File: src/core/rss_pkg.sv
package rss_pkg;

  // Register map (word indices on the plain register port)
  localparam logic [3:0] RSS_REG_CTRL     = 4'h0;
  localparam logic [3:0] RSS_REG_COUNT    = 4'h1;
  localparam logic [3:0] RSS_REG_TRIG     = 4'h2;
  localparam logic [3:0] RSS_REG_MON      = 4'h3;
  localparam logic [3:0] RSS_REG_STATUS   = 4'h4;
  localparam logic [3:0] RSS_REG_IRQ_STAT = 4'h5;
  localparam logic [3:0] RSS_REG_IRQ_MASK = 4'h6;
  localparam logic [3:0] RSS_REG_LIST_LEN = 4'h7;
  localparam logic [3:0] RSS_REG_LIST_ENT = 4'h8;
  localparam logic [3:0] RSS_REG_CLOSED   = 4'h9;

  // CTRL write bits (action bits are pulses, not stored)
  localparam int RSS_CTRL_CONT_BIT  = 0;
  localparam int RSS_CTRL_START_BIT = 1;
  localparam int RSS_CTRL_ABORT_BIT = 2;
  localparam int RSS_CTRL_CLEAR_BIT = 3;
  localparam int RSS_CTRL_MON_BIT   = 4;

  // COUNT write: bit 16 min, bit 17 max select on read-back and write
  localparam int RSS_CNT_MIN_BIT = 16;
  localparam int RSS_CNT_MAX_BIT = 17;
  localparam logic [14:0] RSS_CNT_MIN   = 15'h0001;
  localparam logic [14:0] RSS_CNT_MAX   = 15'h7FFF;
  localparam logic [14:0] RSS_CNT_RESET = 15'h0001;

  // Interrupt bits
  localparam int RSS_IRQ_DONE_BIT = 0;
  localparam int RSS_IRQ_ERR_BIT  = 1;
  localparam int RSS_IRQ_STEP_BIT = 2;
  localparam int RSS_IRQ_W        = 3;

  localparam logic [6:0] RSS_MON_AUTO = 7'h00;

  typedef enum logic [2:0] {
    RSS_SRC_IMM,
    RSS_SRC_BUS,
    RSS_SRC_HOLD,
    RSS_SRC_EXT
  } rss_src_t;

  typedef struct packed {
    logic [3:0]  addr;
    logic [31:0] wdata;
    logic        wr;
    logic        rd;
  } rss_bus_t;

endpackage

File: src/core/rss_sequencer.sv
// Implementation choices: the register offsets and strobed register access.
`timescale 1ns/1ps
module rss_sequencer
  import rss_pkg::*;
#(
  parameter int LIST_DEPTH = 64,
  parameter int CHAN_W     = 5
) (
  // Clock and reset
  input  wire logic                 clock,
  input  wire logic                 nrst,
  // Register port
  input  wire rss_bus_t             bus,
  output logic [31:0]               rdata_ff,
  // Trigger inputs from outside
  input  wire logic                 bus_trig,
  input  wire logic                 ext_trig,
  // Last card addressed by a switching command
  input  wire logic [6:0]           last_card,
  // Relay drive and status
  output logic [31:0]               relay_ff,
  output logic                      scanning_ff,
  output logic [6:0]                mon_card_ff,
  output logic                      irq_ff
);

  localparam int IDX_W = $clog2(LIST_DEPTH);

  typedef enum logic [1:0] {
    RSS_IDLE,
    RSS_RUN
  } rss_state_t;

  rss_state_t        state_ff;
  logic [11:0]       list_ff [LIST_DEPTH];
  logic [IDX_W:0]    len_ff;
  logic              list_valid_ff;
  logic [IDX_W-1:0]  pos_ff;
  logic [14:0]       count_ff;
  logic [14:0]       cyc_ff;
  logic              cont_ff;
  logic              mon_en_ff;
  logic [6:0]        mon_sel_ff;
  rss_src_t          src_ff;
  logic [RSS_IRQ_W-1:0] irq_stat_ff;
  logic [RSS_IRQ_W-1:0] irq_mask_ff;
  logic [2:0]        ext_sync_ff;
  logic [1:0]        bus_sync_ff;

  logic wr_ctrl;
  logic start_req;
  logic abort_req;
  logic clear_req;
  logic trig;
  logic at_last;
  logic last_cycle;
  logic ev_done;
  logic ev_err;
  logic ev_step;
  logic [11:0] cur_ent;
  logic [11:0] first_ent;
  logic [IDX_W-1:0] last_pos;

  assign wr_ctrl   = bus.wr && (bus.addr == RSS_REG_CTRL);
  assign start_req = wr_ctrl && bus.wdata[RSS_CTRL_START_BIT];
  assign abort_req = wr_ctrl && bus.wdata[RSS_CTRL_ABORT_BIT];
  assign clear_req = wr_ctrl && bus.wdata[RSS_CTRL_CLEAR_BIT];
  assign cur_ent   = list_ff[pos_ff];
  assign first_ent = list_ff[0];
  assign last_pos  = IDX_W'(len_ff - 1'b1);
  assign at_last   = (pos_ff == last_pos);
  assign last_cycle = (cyc_ff == count_ff);

  // External triggers: two synchroniser flops each, plus a third flop on ext; edge detect on the synchronised ext copy only, bus trigger is used as a level
  always_ff @(posedge clock or negedge nrst) begin
    if (!nrst) begin
      ext_sync_ff <= 3'h0;
      bus_sync_ff <= 2'h0;
    end else begin
      ext_sync_ff <= {ext_sync_ff[1:0], ext_trig};
      bus_sync_ff <= {bus_sync_ff[0], bus_trig};
    end
  end

  // Trigger source select; immediate fires every cycle
  always_comb begin
    case (src_ff)
      RSS_SRC_IMM:  trig = 1'b1;
      RSS_SRC_BUS:  trig = bus_sync_ff[1];
      RSS_SRC_EXT:  trig = ext_sync_ff[1] && !ext_sync_ff[2];
      RSS_SRC_HOLD: trig = 1'b0;
      default:      trig = 1'b0;
    endcase
  end

  // Abort applies only under bus or hold triggering
  logic abort_ok;
  assign abort_ok = abort_req && (src_ff == RSS_SRC_BUS || src_ff == RSS_SRC_HOLD);

  assign ev_err  = start_req && !list_valid_ff;
  assign ev_step = (state_ff == RSS_RUN) && trig && !abort_ok && !clear_req;
  assign ev_done = ev_step && at_last && !cont_ff && last_cycle;

  // Scan sequencer
  always_ff @(posedge clock or negedge nrst) begin
    if (!nrst) begin
      state_ff    <= RSS_IDLE;
      pos_ff      <= '0;
      cyc_ff      <= 15'h0001;
      relay_ff    <= 32'h0;
      scanning_ff <= 1'b0;
    end else if (state_ff == RSS_RUN && (abort_ok || clear_req)) begin
      state_ff    <= RSS_IDLE;
      scanning_ff <= 1'b0;
      relay_ff    <= 32'h0;
    end else begin
      case (state_ff)
        RSS_IDLE: begin
          if (start_req && list_valid_ff) begin
            state_ff    <= RSS_RUN;
            scanning_ff <= 1'b1;
            pos_ff      <= '0;
            cyc_ff      <= 15'h0001;
            relay_ff    <= 32'h1 << first_ent[CHAN_W-1:0];
          end
        end
        RSS_RUN: begin
          if (ev_step) begin
            if (!at_last) begin
              pos_ff   <= pos_ff + 1'b1;
              relay_ff <= 32'h1 << list_ff[pos_ff + 1'b1][CHAN_W-1:0];
            end else if (cont_ff || !last_cycle) begin
              pos_ff   <= '0;
              relay_ff <= 32'h1 << first_ent[CHAN_W-1:0];
              if (!cont_ff) begin
                cyc_ff <= cyc_ff + 1'b1;
              end
            end else begin
              relay_ff    <= 32'h0;
              state_ff    <= RSS_IDLE;
              scanning_ff <= 1'b0;
            end
          end
        end
        default: state_ff <= RSS_IDLE;
      endcase
    end
  end

  // Channel list: writing length starts a new definition, abort invalidates it
  always_ff @(posedge clock or negedge nrst) begin
    if (!nrst) begin
      len_ff        <= '0;
      list_valid_ff <= 1'b0;
    end else if (abort_ok) begin
      list_valid_ff <= 1'b0;
    end else if (bus.wr && bus.addr == RSS_REG_LIST_LEN && state_ff == RSS_IDLE) begin
      len_ff        <= bus.wdata[IDX_W:0];
      list_valid_ff <= (bus.wdata[IDX_W:0] != '0)
                       && (bus.wdata[IDX_W:0] <= (IDX_W+1)'(LIST_DEPTH));
    end
  end

  // Entry write: bits [21:16] index, [11:0] card*100+channel coded as card/chan
  always_ff @(posedge clock) begin
    if (bus.wr && bus.addr == RSS_REG_LIST_ENT && state_ff == RSS_IDLE) begin
      list_ff[bus.wdata[16+IDX_W-1:16]] <= bus.wdata[11:0];
    end
  end

  // Configuration registers
  always_ff @(posedge clock or negedge nrst) begin
    if (!nrst) begin
      count_ff   <= RSS_CNT_RESET;
      cont_ff    <= 1'b0;
      mon_en_ff  <= 1'b0;
      mon_sel_ff <= RSS_MON_AUTO;
      src_ff     <= RSS_SRC_IMM;
    end else if (bus.wr) begin
      case (bus.addr)
        RSS_REG_CTRL: begin
          cont_ff   <= bus.wdata[RSS_CTRL_CONT_BIT];
          mon_en_ff <= bus.wdata[RSS_CTRL_MON_BIT];
        end
        RSS_REG_COUNT: begin
          if (bus.wdata[RSS_CNT_MIN_BIT]) begin
            count_ff <= RSS_CNT_MIN;
          end else if (bus.wdata[RSS_CNT_MAX_BIT]) begin
            count_ff <= RSS_CNT_MAX;
          end else if (bus.wdata[14:0] != 15'h0) begin
            count_ff <= bus.wdata[14:0];
          end
        end
        RSS_REG_TRIG: src_ff <= rss_src_t'(bus.wdata[2:0]);
        RSS_REG_MON: begin
          if (bus.wdata[6:0] <= 7'h63) begin
            mon_sel_ff <= bus.wdata[6:0];
          end
        end
        default: ;
      endcase
    end
  end

  // Monitored card: automatic follows the last switching command
  always_ff @(posedge clock or negedge nrst) begin
    if (!nrst) begin
      mon_card_ff <= RSS_MON_AUTO;
    end else begin
      mon_card_ff <= (mon_sel_ff == RSS_MON_AUTO) ? last_card : mon_sel_ff;
    end
  end

  // Interrupt status: set wins over write-one-to-clear
  logic [RSS_IRQ_W-1:0] ev_vec;
  assign ev_vec = {ev_step, ev_err, ev_done};

  always_ff @(posedge clock or negedge nrst) begin
    if (!nrst) begin
      irq_stat_ff <= '0;
      irq_mask_ff <= '0;
      irq_ff      <= 1'b0;
    end else begin
      if (bus.wr && bus.addr == RSS_REG_IRQ_MASK) begin
        irq_mask_ff <= bus.wdata[RSS_IRQ_W-1:0];
      end
      if (bus.wr && bus.addr == RSS_REG_IRQ_STAT) begin
        irq_stat_ff <= (irq_stat_ff & ~bus.wdata[RSS_IRQ_W-1:0]) | ev_vec;
      end else begin
        irq_stat_ff <= irq_stat_ff | ev_vec;
      end
      irq_ff <= |(irq_stat_ff & irq_mask_ff);
    end
  end

  // Read data, valid the cycle after the read strobe
  always_ff @(posedge clock or negedge nrst) begin
    if (!nrst) begin
      rdata_ff <= 32'h0;
    end else if (bus.rd) begin
      case (bus.addr)
        RSS_REG_CTRL: rdata_ff <= {27'h0, mon_en_ff, 3'h0, cont_ff};
        RSS_REG_COUNT: begin
          if (bus.wdata[RSS_CNT_MIN_BIT]) begin
            rdata_ff <= {17'h0, RSS_CNT_MIN};
          end else if (bus.wdata[RSS_CNT_MAX_BIT]) begin
            rdata_ff <= {17'h0, RSS_CNT_MAX};
          end else begin
            rdata_ff <= {17'h0, count_ff};
          end
        end
        RSS_REG_TRIG:     rdata_ff <= {29'h0, src_ff};
        RSS_REG_MON:      rdata_ff <= {25'h0, mon_sel_ff};
        RSS_REG_STATUS:   rdata_ff <= {list_valid_ff, 15'h0, 1'b0, cyc_ff[14:0]} |
                                      {31'h0, scanning_ff};
        RSS_REG_IRQ_STAT: rdata_ff <= {29'h0, irq_stat_ff};
        RSS_REG_IRQ_MASK: rdata_ff <= {29'h0, irq_mask_ff};
        RSS_REG_LIST_LEN: rdata_ff <= {{(31-IDX_W){1'b0}}, len_ff};
        RSS_REG_CLOSED:   rdata_ff <= mon_en_ff ? relay_ff : 32'h0;
        default:          rdata_ff <= 32'h0;
      endcase
    end else begin
      rdata_ff <= 32'h0;
    end
  end

  a_start_closes_first: assert property (@(posedge clock) disable iff (!nrst)
    (state_ff == RSS_IDLE && start_req && list_valid_ff) |=> (scanning_ff && relay_ff != 32'h0))
    else $error("start did not close first channel");

  a_bad_start_idle: assert property (@(posedge clock) disable iff (!nrst)
    (state_ff == RSS_IDLE && start_req && !list_valid_ff)
    |=> (!scanning_ff && irq_stat_ff[RSS_IRQ_ERR_BIT]))
    else $error("start on invalid list ran or missed error");

  a_abort_invalid: assert property (@(posedge clock) disable iff (!nrst)
    abort_ok |=> (!list_valid_ff && !scanning_ff))
    else $error("abort left scan or list valid");

  a_abort_ignored: assert property (@(posedge clock) disable iff (!nrst)
    (state_ff == RSS_RUN && abort_req && !abort_ok && !clear_req && !ev_done) |=> scanning_ff)
    else $error("abort stopped scan under other trigger source");

  a_clear_stops: assert property (@(posedge clock) disable iff (!nrst)
    (state_ff == RSS_RUN && clear_req) |=> (!scanning_ff && relay_ff == 32'h0))
    else $error("clear did not stop scan");

  a_done_opens: assert property (@(posedge clock) disable iff (!nrst)
    ev_done |=> (relay_ff == 32'h0 && state_ff == RSS_IDLE))
    else $error("end of scan left relay closed");

  a_cont_wraps: assert property (@(posedge clock) disable iff (!nrst)
    (ev_step && at_last && cont_ff) |=> (scanning_ff && pos_ff == '0))
    else $error("continuous scan did not wrap");

  a_idle_holds: assert property (@(posedge clock) disable iff (!nrst)
    (state_ff == RSS_IDLE && !start_req) |=> $stable(relay_ff))
    else $error("relays moved while idle");

  a_step_advances: assert property (@(posedge clock) disable iff (!nrst)
    (ev_step && !at_last) |=> (pos_ff == IDX_W'($past(pos_ff) + 1'b1)))
    else $error("trigger did not advance one entry");

  a_one_closed: assert property (@(posedge clock) disable iff (!nrst)
    scanning_ff |-> $onehot(relay_ff))
    else $error("scan does not hold exactly one channel closed");

  a_mon_auto: assert property (@(posedge clock) disable iff (!nrst)
    (mon_sel_ff == RSS_MON_AUTO) |=> (mon_card_ff == $past(last_card)))
    else $error("automatic monitor did not follow last card");

  a_mon_fixed: assert property (@(posedge clock) disable iff (!nrst)
    (mon_sel_ff != RSS_MON_AUTO) |=> (mon_card_ff == $past(mon_sel_ff)))
    else $error("monitor did not show selected card");

  a_closed_hidden: assert property (@(posedge clock) disable iff (!nrst)
    (bus.rd && bus.addr == RSS_REG_CLOSED && !mon_en_ff) |=> (rdata_ff == 32'h0))
    else $error("closed map shown with monitor off");

  a_count_min_read: assert property (@(posedge clock) disable iff (!nrst)
    (bus.rd && bus.addr == RSS_REG_COUNT && bus.wdata[RSS_CNT_MIN_BIT])
    |=> (rdata_ff == {17'h0, RSS_CNT_MIN}))
    else $error("count minimum read wrong");

  a_count_max_read: assert property (@(posedge clock) disable iff (!nrst)
    (bus.rd && bus.addr == RSS_REG_COUNT && !bus.wdata[RSS_CNT_MIN_BIT]
     && bus.wdata[RSS_CNT_MAX_BIT])
    |=> (rdata_ff == {17'h0, RSS_CNT_MAX}))
    else $error("count maximum read wrong");

  a_cont_readback: assert property (@(posedge clock) disable iff (!nrst)
    (bus.rd && bus.addr == RSS_REG_CTRL) |=> (rdata_ff[RSS_CTRL_CONT_BIT] == $past(cont_ff)))
    else $error("continuous setting read wrong");

  a_count_zero_kept: assert property (@(posedge clock) disable iff (!nrst)
    (bus.wr && bus.addr == RSS_REG_COUNT && bus.wdata[RSS_CNT_MAX_BIT:0] == '0)
    |=> $stable(count_ff))
    else $error("zero cycle count was taken");

endmodule

File: config.mk
export PLATFORM = sky130hd
export DESIGN_NAME = rss_sequencer
export DESIGN_NICKNAME = d
export VERILOG_FILES = /design/src/core/rss_pkg.sv /design/src/core/rss_sequencer.sv
export SDC_FILE = /design/constraint.sdc
export NUM_CORES = 1
export LEC_CHECK = 0
export ABC_AREA = 1
export BUFFER_PORTS_ARGS = -buffer_cell sky130_fd_sc_hd__buf_2
export CORE_UTILIZATION = 39
export DETAILED_ROUTE_END_ITERATION = 10
export RECOVER_POWER = 100
export SLEW_MARGIN = 10
export SYNTH_ARGS = -nofsm -noshare
export SYNTH_HDL_FRONTEND = slang
export SYNTH_SLANG_ARGS = --single-unit
File: constraint.sdc
create_clock -name clock -period 2.2 [get_ports clock]
set_input_delay 0.11 -clock clock [delete_from_list [all_inputs] [get_ports clock]]
set_output_delay 0.11 -clock clock [all_outputs]
set_load 0.1 [all_outputs]
Yosys cells after proc, flatten, opt, wreduce, memory -nomap -nowiden:

Memories as Yosys holds them, arrays and structs flattened.
Cells that the tools add are included.

* register bits after elaboration: 142
* bits in writable memories: 768
* output and inout bits: 73
* memories: 1

Memories
* list_ff: depth 64, width 12, read ports 2, clocked after Yosys merged registers in 0, wr ports 1, line rss_sequencer.sv:35 `logic [11:0] list_ff [LIST_DEPTH];`

* $add $sub $neg: 3
* $lt $le $gt $ge: 2
* eq/ne operators: 25
* shift operators: 2
* mux-type cells: 44
* bitwise gates (word level): 8
* reduce and logical (&&, ||, !) cells: 52

Operators with widths (count)
* $pmux 32 s9: 1
* $mux 32: 7
* $mux 15: 10
* $pmux 32 s2: 1
* $shl 1x5->32 const A: 2
* $or 32x1->32: 1
* $pmux 15 s2: 1
* $mux 6: 4
* $logic_and 1x1->1: 22
* $eq 4x3->1 const B: 4
* $add 15x1->15 const B: 1
* $eq 15x15->1: 1
* $reduce_bool 15->1: 1
* $le 7x7->1 const B: 2
* $pmux 6 s2: 1
* $mux 2: 5
* $reduce_and 5->1: 2
* $mux 1: 9
* $ne 3x2->1 const B: 3
* $reduce_and 3->1: 3
* $eq 4x2->1 const B: 2
* $eq 4x4->1 const B: 2
* $ne 2x2->1 const B: 4
* $logic_not 7->1: 1
* 30 further kinds: 46

Depth between registers and ports, before layout:

* depth in word-level cells: 12
* mapped depth: 19
* gate-level depth less buffers: 17

Worst setup path after synthesis:

No wires, ideal clock.

* kind: reg2reg
* start point: register state_ff[0]
* end point: memory list_ff[10][0], enable pin
* library setup time: 0.341 ns
* arrival time: 2.208 ns
* required time: 1.859 ns
* setup slack: -0.349 ns
* cell stages (with the launch flop): 6
* path buffers: 0
* path through: dfrtp_1 nor2_1 nand2_1 nor3_1 nand4_1 nor2_1

* cells in the longest elaborated chain, start to end: 4

RTL lines
* start: declaration: line rss_sequencer.sv:34 `rss_state_t state_ff;`
* start signal: assignment: line rss_sequencer.sv:107 `state_ff <= RSS_IDLE;`
* start signal: assignment: line rss_sequencer.sv:113 `state_ff <= RSS_IDLE;`
* start signal: assignment: line rss_sequencer.sv:120 `state_ff <= RSS_RUN;`
* $logic_not 2->1: line rss_sequencer.sv:166 `if (bus.wr && bus.addr == RSS_REG_LIST_ENT && state_ff == RSS_IDLE) begin`
* $logic_and 1x1->1: line rss_sequencer.sv:166
* $mux 1: line rss_sequencer.sv:166
* $mux 1 (implied by the code): line rss_sequencer.sv:167 `list_ff[bus.wdata[16+IDX_W-1:16]] <= bus.wdata[11:0];`
* end: declaration: line rss_sequencer.sv:35

No other way between the ends.

Worst setup path in the final report:

* start point: register pos_ff[0]
* end point: register relay_ff[0]

* cells in the longest elaborated chain, start to end: 7
* elaborated cells on any way between the ends: 8

RTL lines
* start: declaration: line rss_sequencer.sv:38 `logic [IDX_W-1:0] pos_ff;`
* start signal: assignment: line rss_sequencer.sv:130 `pos_ff <= pos_ff + 1'b1;`
* $add 6x1->6: line rss_sequencer.sv:131 `relay_ff <= 32'h1 << list_ff[pos_ff + 1'b1][CHAN_W-1:0];`
* $mem_v2 64x12
* $shl 1x5->32: line rss_sequencer.sv:131
* $mux 32 *: line rss_sequencer.sv:129 `if (!at_last) begin`
* $mux 32 *: line rss_sequencer.sv:128 `if (ev_step) begin`
* $pmux 32 s2 *: line rss_sequencer.sv:117 `case (state_ff)`
* $mux 32 *: line rss_sequencer.sv:112 `end else if (state_ff == RSS_RUN && (abort_ok || clear_req)) begin`
* end signal: assignment: line rss_sequencer.sv:124 `relay_ff <= 32'h1 << first_ent[CHAN_W-1:0];`
* end signal: assignment: line rss_sequencer.sv:131
* end signal: assignment: line rss_sequencer.sv:134 `relay_ff <= 32'h1 << first_ent[CHAN_W-1:0];`
* end: declaration: line rss_sequencer.sv:21 `output logic [31:0] relay_ff,`

Every way passes the cells marked *; elsewhere a longest branch is shown, timed or not. The select of a mux whose other input is x is not followed.
A chain may end at the register's enable or synchronous reset.

==> results.md <==
Run status:
- The flow ran to the end, but the final reports show violations.
- The checks that failed: max-capacitance violations, max-slew violations, negative setup slack.

Power and ir drop:
- The total leakage power is ~0.010 uW.
- Of the total power, the share spent switching nets is 0.411.
- The internal power component is around 19000 uW.
- The share of total power dissipated in sequential elements is 0.331.
- The power dissipated by switching net loads is 13100 uW.
- Dividing total power by cell area gives a power density of 1220 nW/um^2.
- The share of total power dissipated in combinational logic is 0.418.
- The clock network fraction of total power is 0.251.
- The worst IR drop on VDD is around 0.00076 V.

Clock tree:
- The CTS buffer count is 50.
- The CTS clock-pin slew for the worst setup and hold paths is 0.06 ns.
- Counting every sink on the clock net gives 460.
- The H-tree was split into 2 levels.
- The clock root buffer master is clkbuf_16.
- The insertion delay of the later-clocked pin in the worst-skew pair is 0.60 ns.
- TritonCTS built the clock tree.
- The maximum root-to-sink buffer count is 3.

Logic synthesis:
- The most common cell in the netlist is nand2_1.
- The proportion of synthesized chip area in sequential cells is 0.631.
- Counting flops with a built-in enable in the synthesized netlist gives 320.
- The number of register bits inferred by synthesis is 460.
- Synthesis produced a netlist with a net count of around 2200.
- The gate count of the mapped netlist is about 2100.
- The share of the synthesized area in the top cell type is 0.462.
- After synthesis, the most frequently instantiated cells are nand2_1, nor2_1, edfxtp_1.
- A synthesized cell averages ~9.8 um^2.
- The number of warnings issued by yosys is 0.
- In this run the cell area of the synthesized design comes to approximately 21000 um^2.
- Sorting the synthesized cells by area gives the leading types as edfxtp_1, dfrtp_1, nand2_1.
- The largest total area in the synthesized netlist belongs to edfxtp_1.
- The share of synthesized flip-flops with an asynchronous set or reset is 0.304.
- In the synthesized netlist the dominant register cell turns out to be edfxtp_1.
- The count of different cell masters after synthesis is 46.

Routing:
- Once detail routing completed, the nets flagged for antenna violations numbered 0.
- The average routed wire per standard cell is 20.2 um.
- Before antenna repair, the detailed router went through 5 iterations.
- In the routed design, unresolved DRC markers number 0.
- The DRC marker count from the first detailed-route iteration is ~1700.
- The via count is 16779.
- The final routed wirelength across all metal layers is approximately 63 mm.
- After detailed routing, the number of vias per cell comes to roughly 5.4.

Die:
- The floorplan step defined a die boundary enclosing 54200 um^2.
- In this run the standard cell core region covers 52700 um^2.
- The die boundary height is 233 um.
- For this configuration, the core starts out at a cell density of 0.395.
- From left edge to right edge, the die measures roughly 230 um.
- The total number of placement rows is 84.
- The number of top-level pins is between 100 and 150.

Setup path:
- The biggest fanout along the worst timing path is 6.
- The worst setup path is of the reg2reg kind.
- Tracing the worst setup path back leads to its startpoint at pos_ff[0].
- The required time at the worst-slack endpoint is 2.72 ns.
- The startpoint identified for the worst register-to-register timing path is pos_ff[0].
- The data arrival time at the worst-slack endpoint is about 3.1 ns.
- STA classifies the critical path endpoint as a register.
- STA classifies the critical path startpoint as a register.

Placed design:
- Counting tap cells, the placed design contains a total of 2978 instances.
- Buffers placed on the I/O ports in this run total 110.
- The placed instances occupy a cell area of 23300 um^2.
- The wire-length estimate of the detail-placed layout is 39.6 mm.
- The congestion estimate from routability-driven global placement came to about 0.9.

Layout:
- The area of all placed cells without fillers is about 26000 um^2.
- Of the cells placed in the final design, the portion with a size suffix greater than 1 is 0.194.
- The number of antenna diodes in the final layout is 0.
- After filler insertion, the fill cell instance count of the layout stands at ~4800.
- Excluding fillers, the count of instances in the completed layout stands at 3123.
- The layout net count is between 2000 and 2500.
- The area growth from synthesis to layout is 26.3%.

Global routing:
- The number of global-route vias before repair is ~16000.
- The number of antenna violations at the first check in global routing is 2.
- The total routing resource utilization after global routing is 0.232.
- The pin count of the biggest net entering global routing is 66.
- The first global-routing pass estimated 95.9 mm of wire.
- The total overflow left after global routing is 0.

Timing:
- The final hold violation count is 0.
- Hold is met by ~0.032 ns.
- The transition time at the pin with the least slew margin is around 1.7 ns.
- Adding up every negative setup slack in the final design gives -25.19 ns.
- The timing-limited maximum frequency is around 0.38 GHz.
- The final number of max-transition violations was 255.
- Setup repair after global routing could not meet its margin everywhere.
- The post-route clock period utilization is 1.19.
- The clock arrives with around 0.032 ns of skew.
- The setup-violating endpoint count in the final report is between 150 and 200.
- In the post-route analysis, the smallest setup slack over all paths is -0.410 ns.
- The relative slew slack is -0.115.
- After layout, the minimum clock period comes to between 2 and 3 ns.

Flow run:
- The tool flagged a number of max-cap violations equal to 4.

Hold path:
- The critical hold path startpoint is bus[34].
- The type of the most critical hold path is in2reg.
## layout make-up
| cell class | instances | area, um^2 | share of cell area |
|---|---|---|---|
| clock buffer | 67 | 1370 | 0.0520 |
| clock inverter | 20 | 163 | 0.00620 |
| inverter | 132 | 549 | 0.0209 |
| multi-input combinational | 1412 | 7200 | 0.274 |
| sequential | 460 | 13100 | 0.500 |
| tap | 688 | 861 | 0.0328 |
| timing repair buffer | 343 | 2980 | 0.113 |
| timing repair inverter | 1 | 11.3 | 0.000429 |
## placed cells by master (no fill, tap or decap), types with 7 or more instances in the layout
cell type | netlist | final
clkinv_1 | 1 | 8
o21ai_1 | 16 | 29
nand2_2 | 7 | 16
nor4_1 | 9 | 8
buf_4 | 17 | 131
a21oi_1 | 64 | 53
nor2_1 | 354 | 347
nor2_2 | 6 | 10
clkbuf_2 | 0 | 43
dfrtp_1 | 138 | 136
o22ai_1 | 25 | 22
nand3_4 | 1 | 8
xor2_1 | 21 | 20
clkbuf_16 | 0 | 53
nor3_1 | 40 | 40
clkbuf_1 | 39 | 62
nand2_4 | 1 | 9
nand3_2 | 0 | 48
o211ai_1 | 16 | 16
o21ai_0 | 136 | 122
edfxtp_1 | 320 | 320
buf_2 | 40 | 31
a21oi_2 | 0 | 11
buf_12 | 0 | 27
clkinv_2 | 0 | 7
nand3_1 | 252 | 197
a221oi_1 | 14 | 14
nand2_1 | 395 | 377
inv_1 | 121 | 120
buf_16 | 0 | 7
dlygate4sd3_1 | 0 | 30
buf_6 | 11 | 12
nand4_1 | 14 | 14
## metrics by stage
| stage | total power (uW) | setup slack [ns] | util |
|---|---|---|---|
| 3_3_place_gp | 22000 | -0.523 | 0.443 |
| 6_report | 32000 | -0.410 | 0.498 |
| 4_1_cts | 31300 | -0.383 | 0.493 |
| 2_1_floorplan | 18200 | -0.00335 | - |
| 5_1_grt | 33400 | -0.513 | 0.498 |
| 3_5_place_dp | 22000 | -0.484 | 0.443 |
## per-layer routing
metal | global-route usage | up-vias | wire, um
met5 | 0 | - | 17
met4 | 0.0758 | 2 | 1730
met3 | 0.0408 | 121 | 4420
met2 | 0.372 | 610 | 29800
met1 | 0.316 | 8225 | 27300
li1 | - | 7821 | -
## power by group through the flow
stage	clock, uW	sequential (uW)	combinational [uW]
floorplan	0	13100	5180
global placement	0	10700	11300
detailed placement	0	10700	11300
CTS	8150	10600	12600
global route	8490	10700	14300
finish	8020	10600	13400
## path summary, 6_finish.rpt
check | slack, ns | to | cells after the start
max in group asynchronous | 0.25 | state_ff[0] | 3
worst min register to register | 0.35 | ext_sync_ff[1] | 0
min in group asynchronous | 0.43 | mon_sel_ff[1] | 2
worst max-delay path | -0.41 | relay_ff[0] | 17
worst max register to register | -0.41 | relay_ff[0] | 17
worst min-delay path | 0.03 | irq_mask_ff[0] | 4
## worst max-delay path, stage by stage, from the launching register on
cell	delay (ns)
dfrtp_4	0.50
ha_4	0.33
buf_12	0.15
buf_8	0.12
buf_6	0.10
nor2_1	0.03
o21ai_1	0.08
nand3_2	0.12
nand3_2	0.11
nand3_2	0.08
nand3_2	0.12
nand2_4	0.09
buf_6	0.13
nor2_4	0.17
nand3_2	0.10
nand2_2	0.08
nand3_2	0.07
a21oi_1	0.14
## registers in the layout (all words and copies together) (netlist names)
name and count:
list_ff 320, rdata_ff 32, relay_ff 32, count_ff 15
cyc_ff 15, len_ff 7, mon_card_ff 7, mon_sel_ff 7
pos_ff 6, ext_sync_ff 3, irq_mask_ff 3, irq_stat_ff 3
src_ff 3, bus_sync_ff 2, cont_ff 1, irq_ff 1
list_valid_ff 1, mon_en_ff 1, state_ff 1
## cells by family (layout without fill, tap and decap cells)
kind of cell    count (synthesis)  in the layout  synth area share
fa+ha+maj                       3              3           0.00181
flops                         460            460             0.631
simple gates                 1088           1089             0.222
buf+inv                       243            563            0.0540
xor+xnor                       26             26            0.0117
compound gates                294            294            0.0799
## repair_timing
| action | in CTS | in global routing |
|---|---|---|
| resized for setup | 106 | 83 |
| hold buffers | 30 | 0 |
| endpoints found under the hold margin | 151 | 0 |
| setup buffers | 9 | 5 |
| pin swaps | 39 | 37 |
| cloned | 11 | 3 |
| setup endpoints to repair | 54 | 55 |
Power figures use the tool's default switching activity.
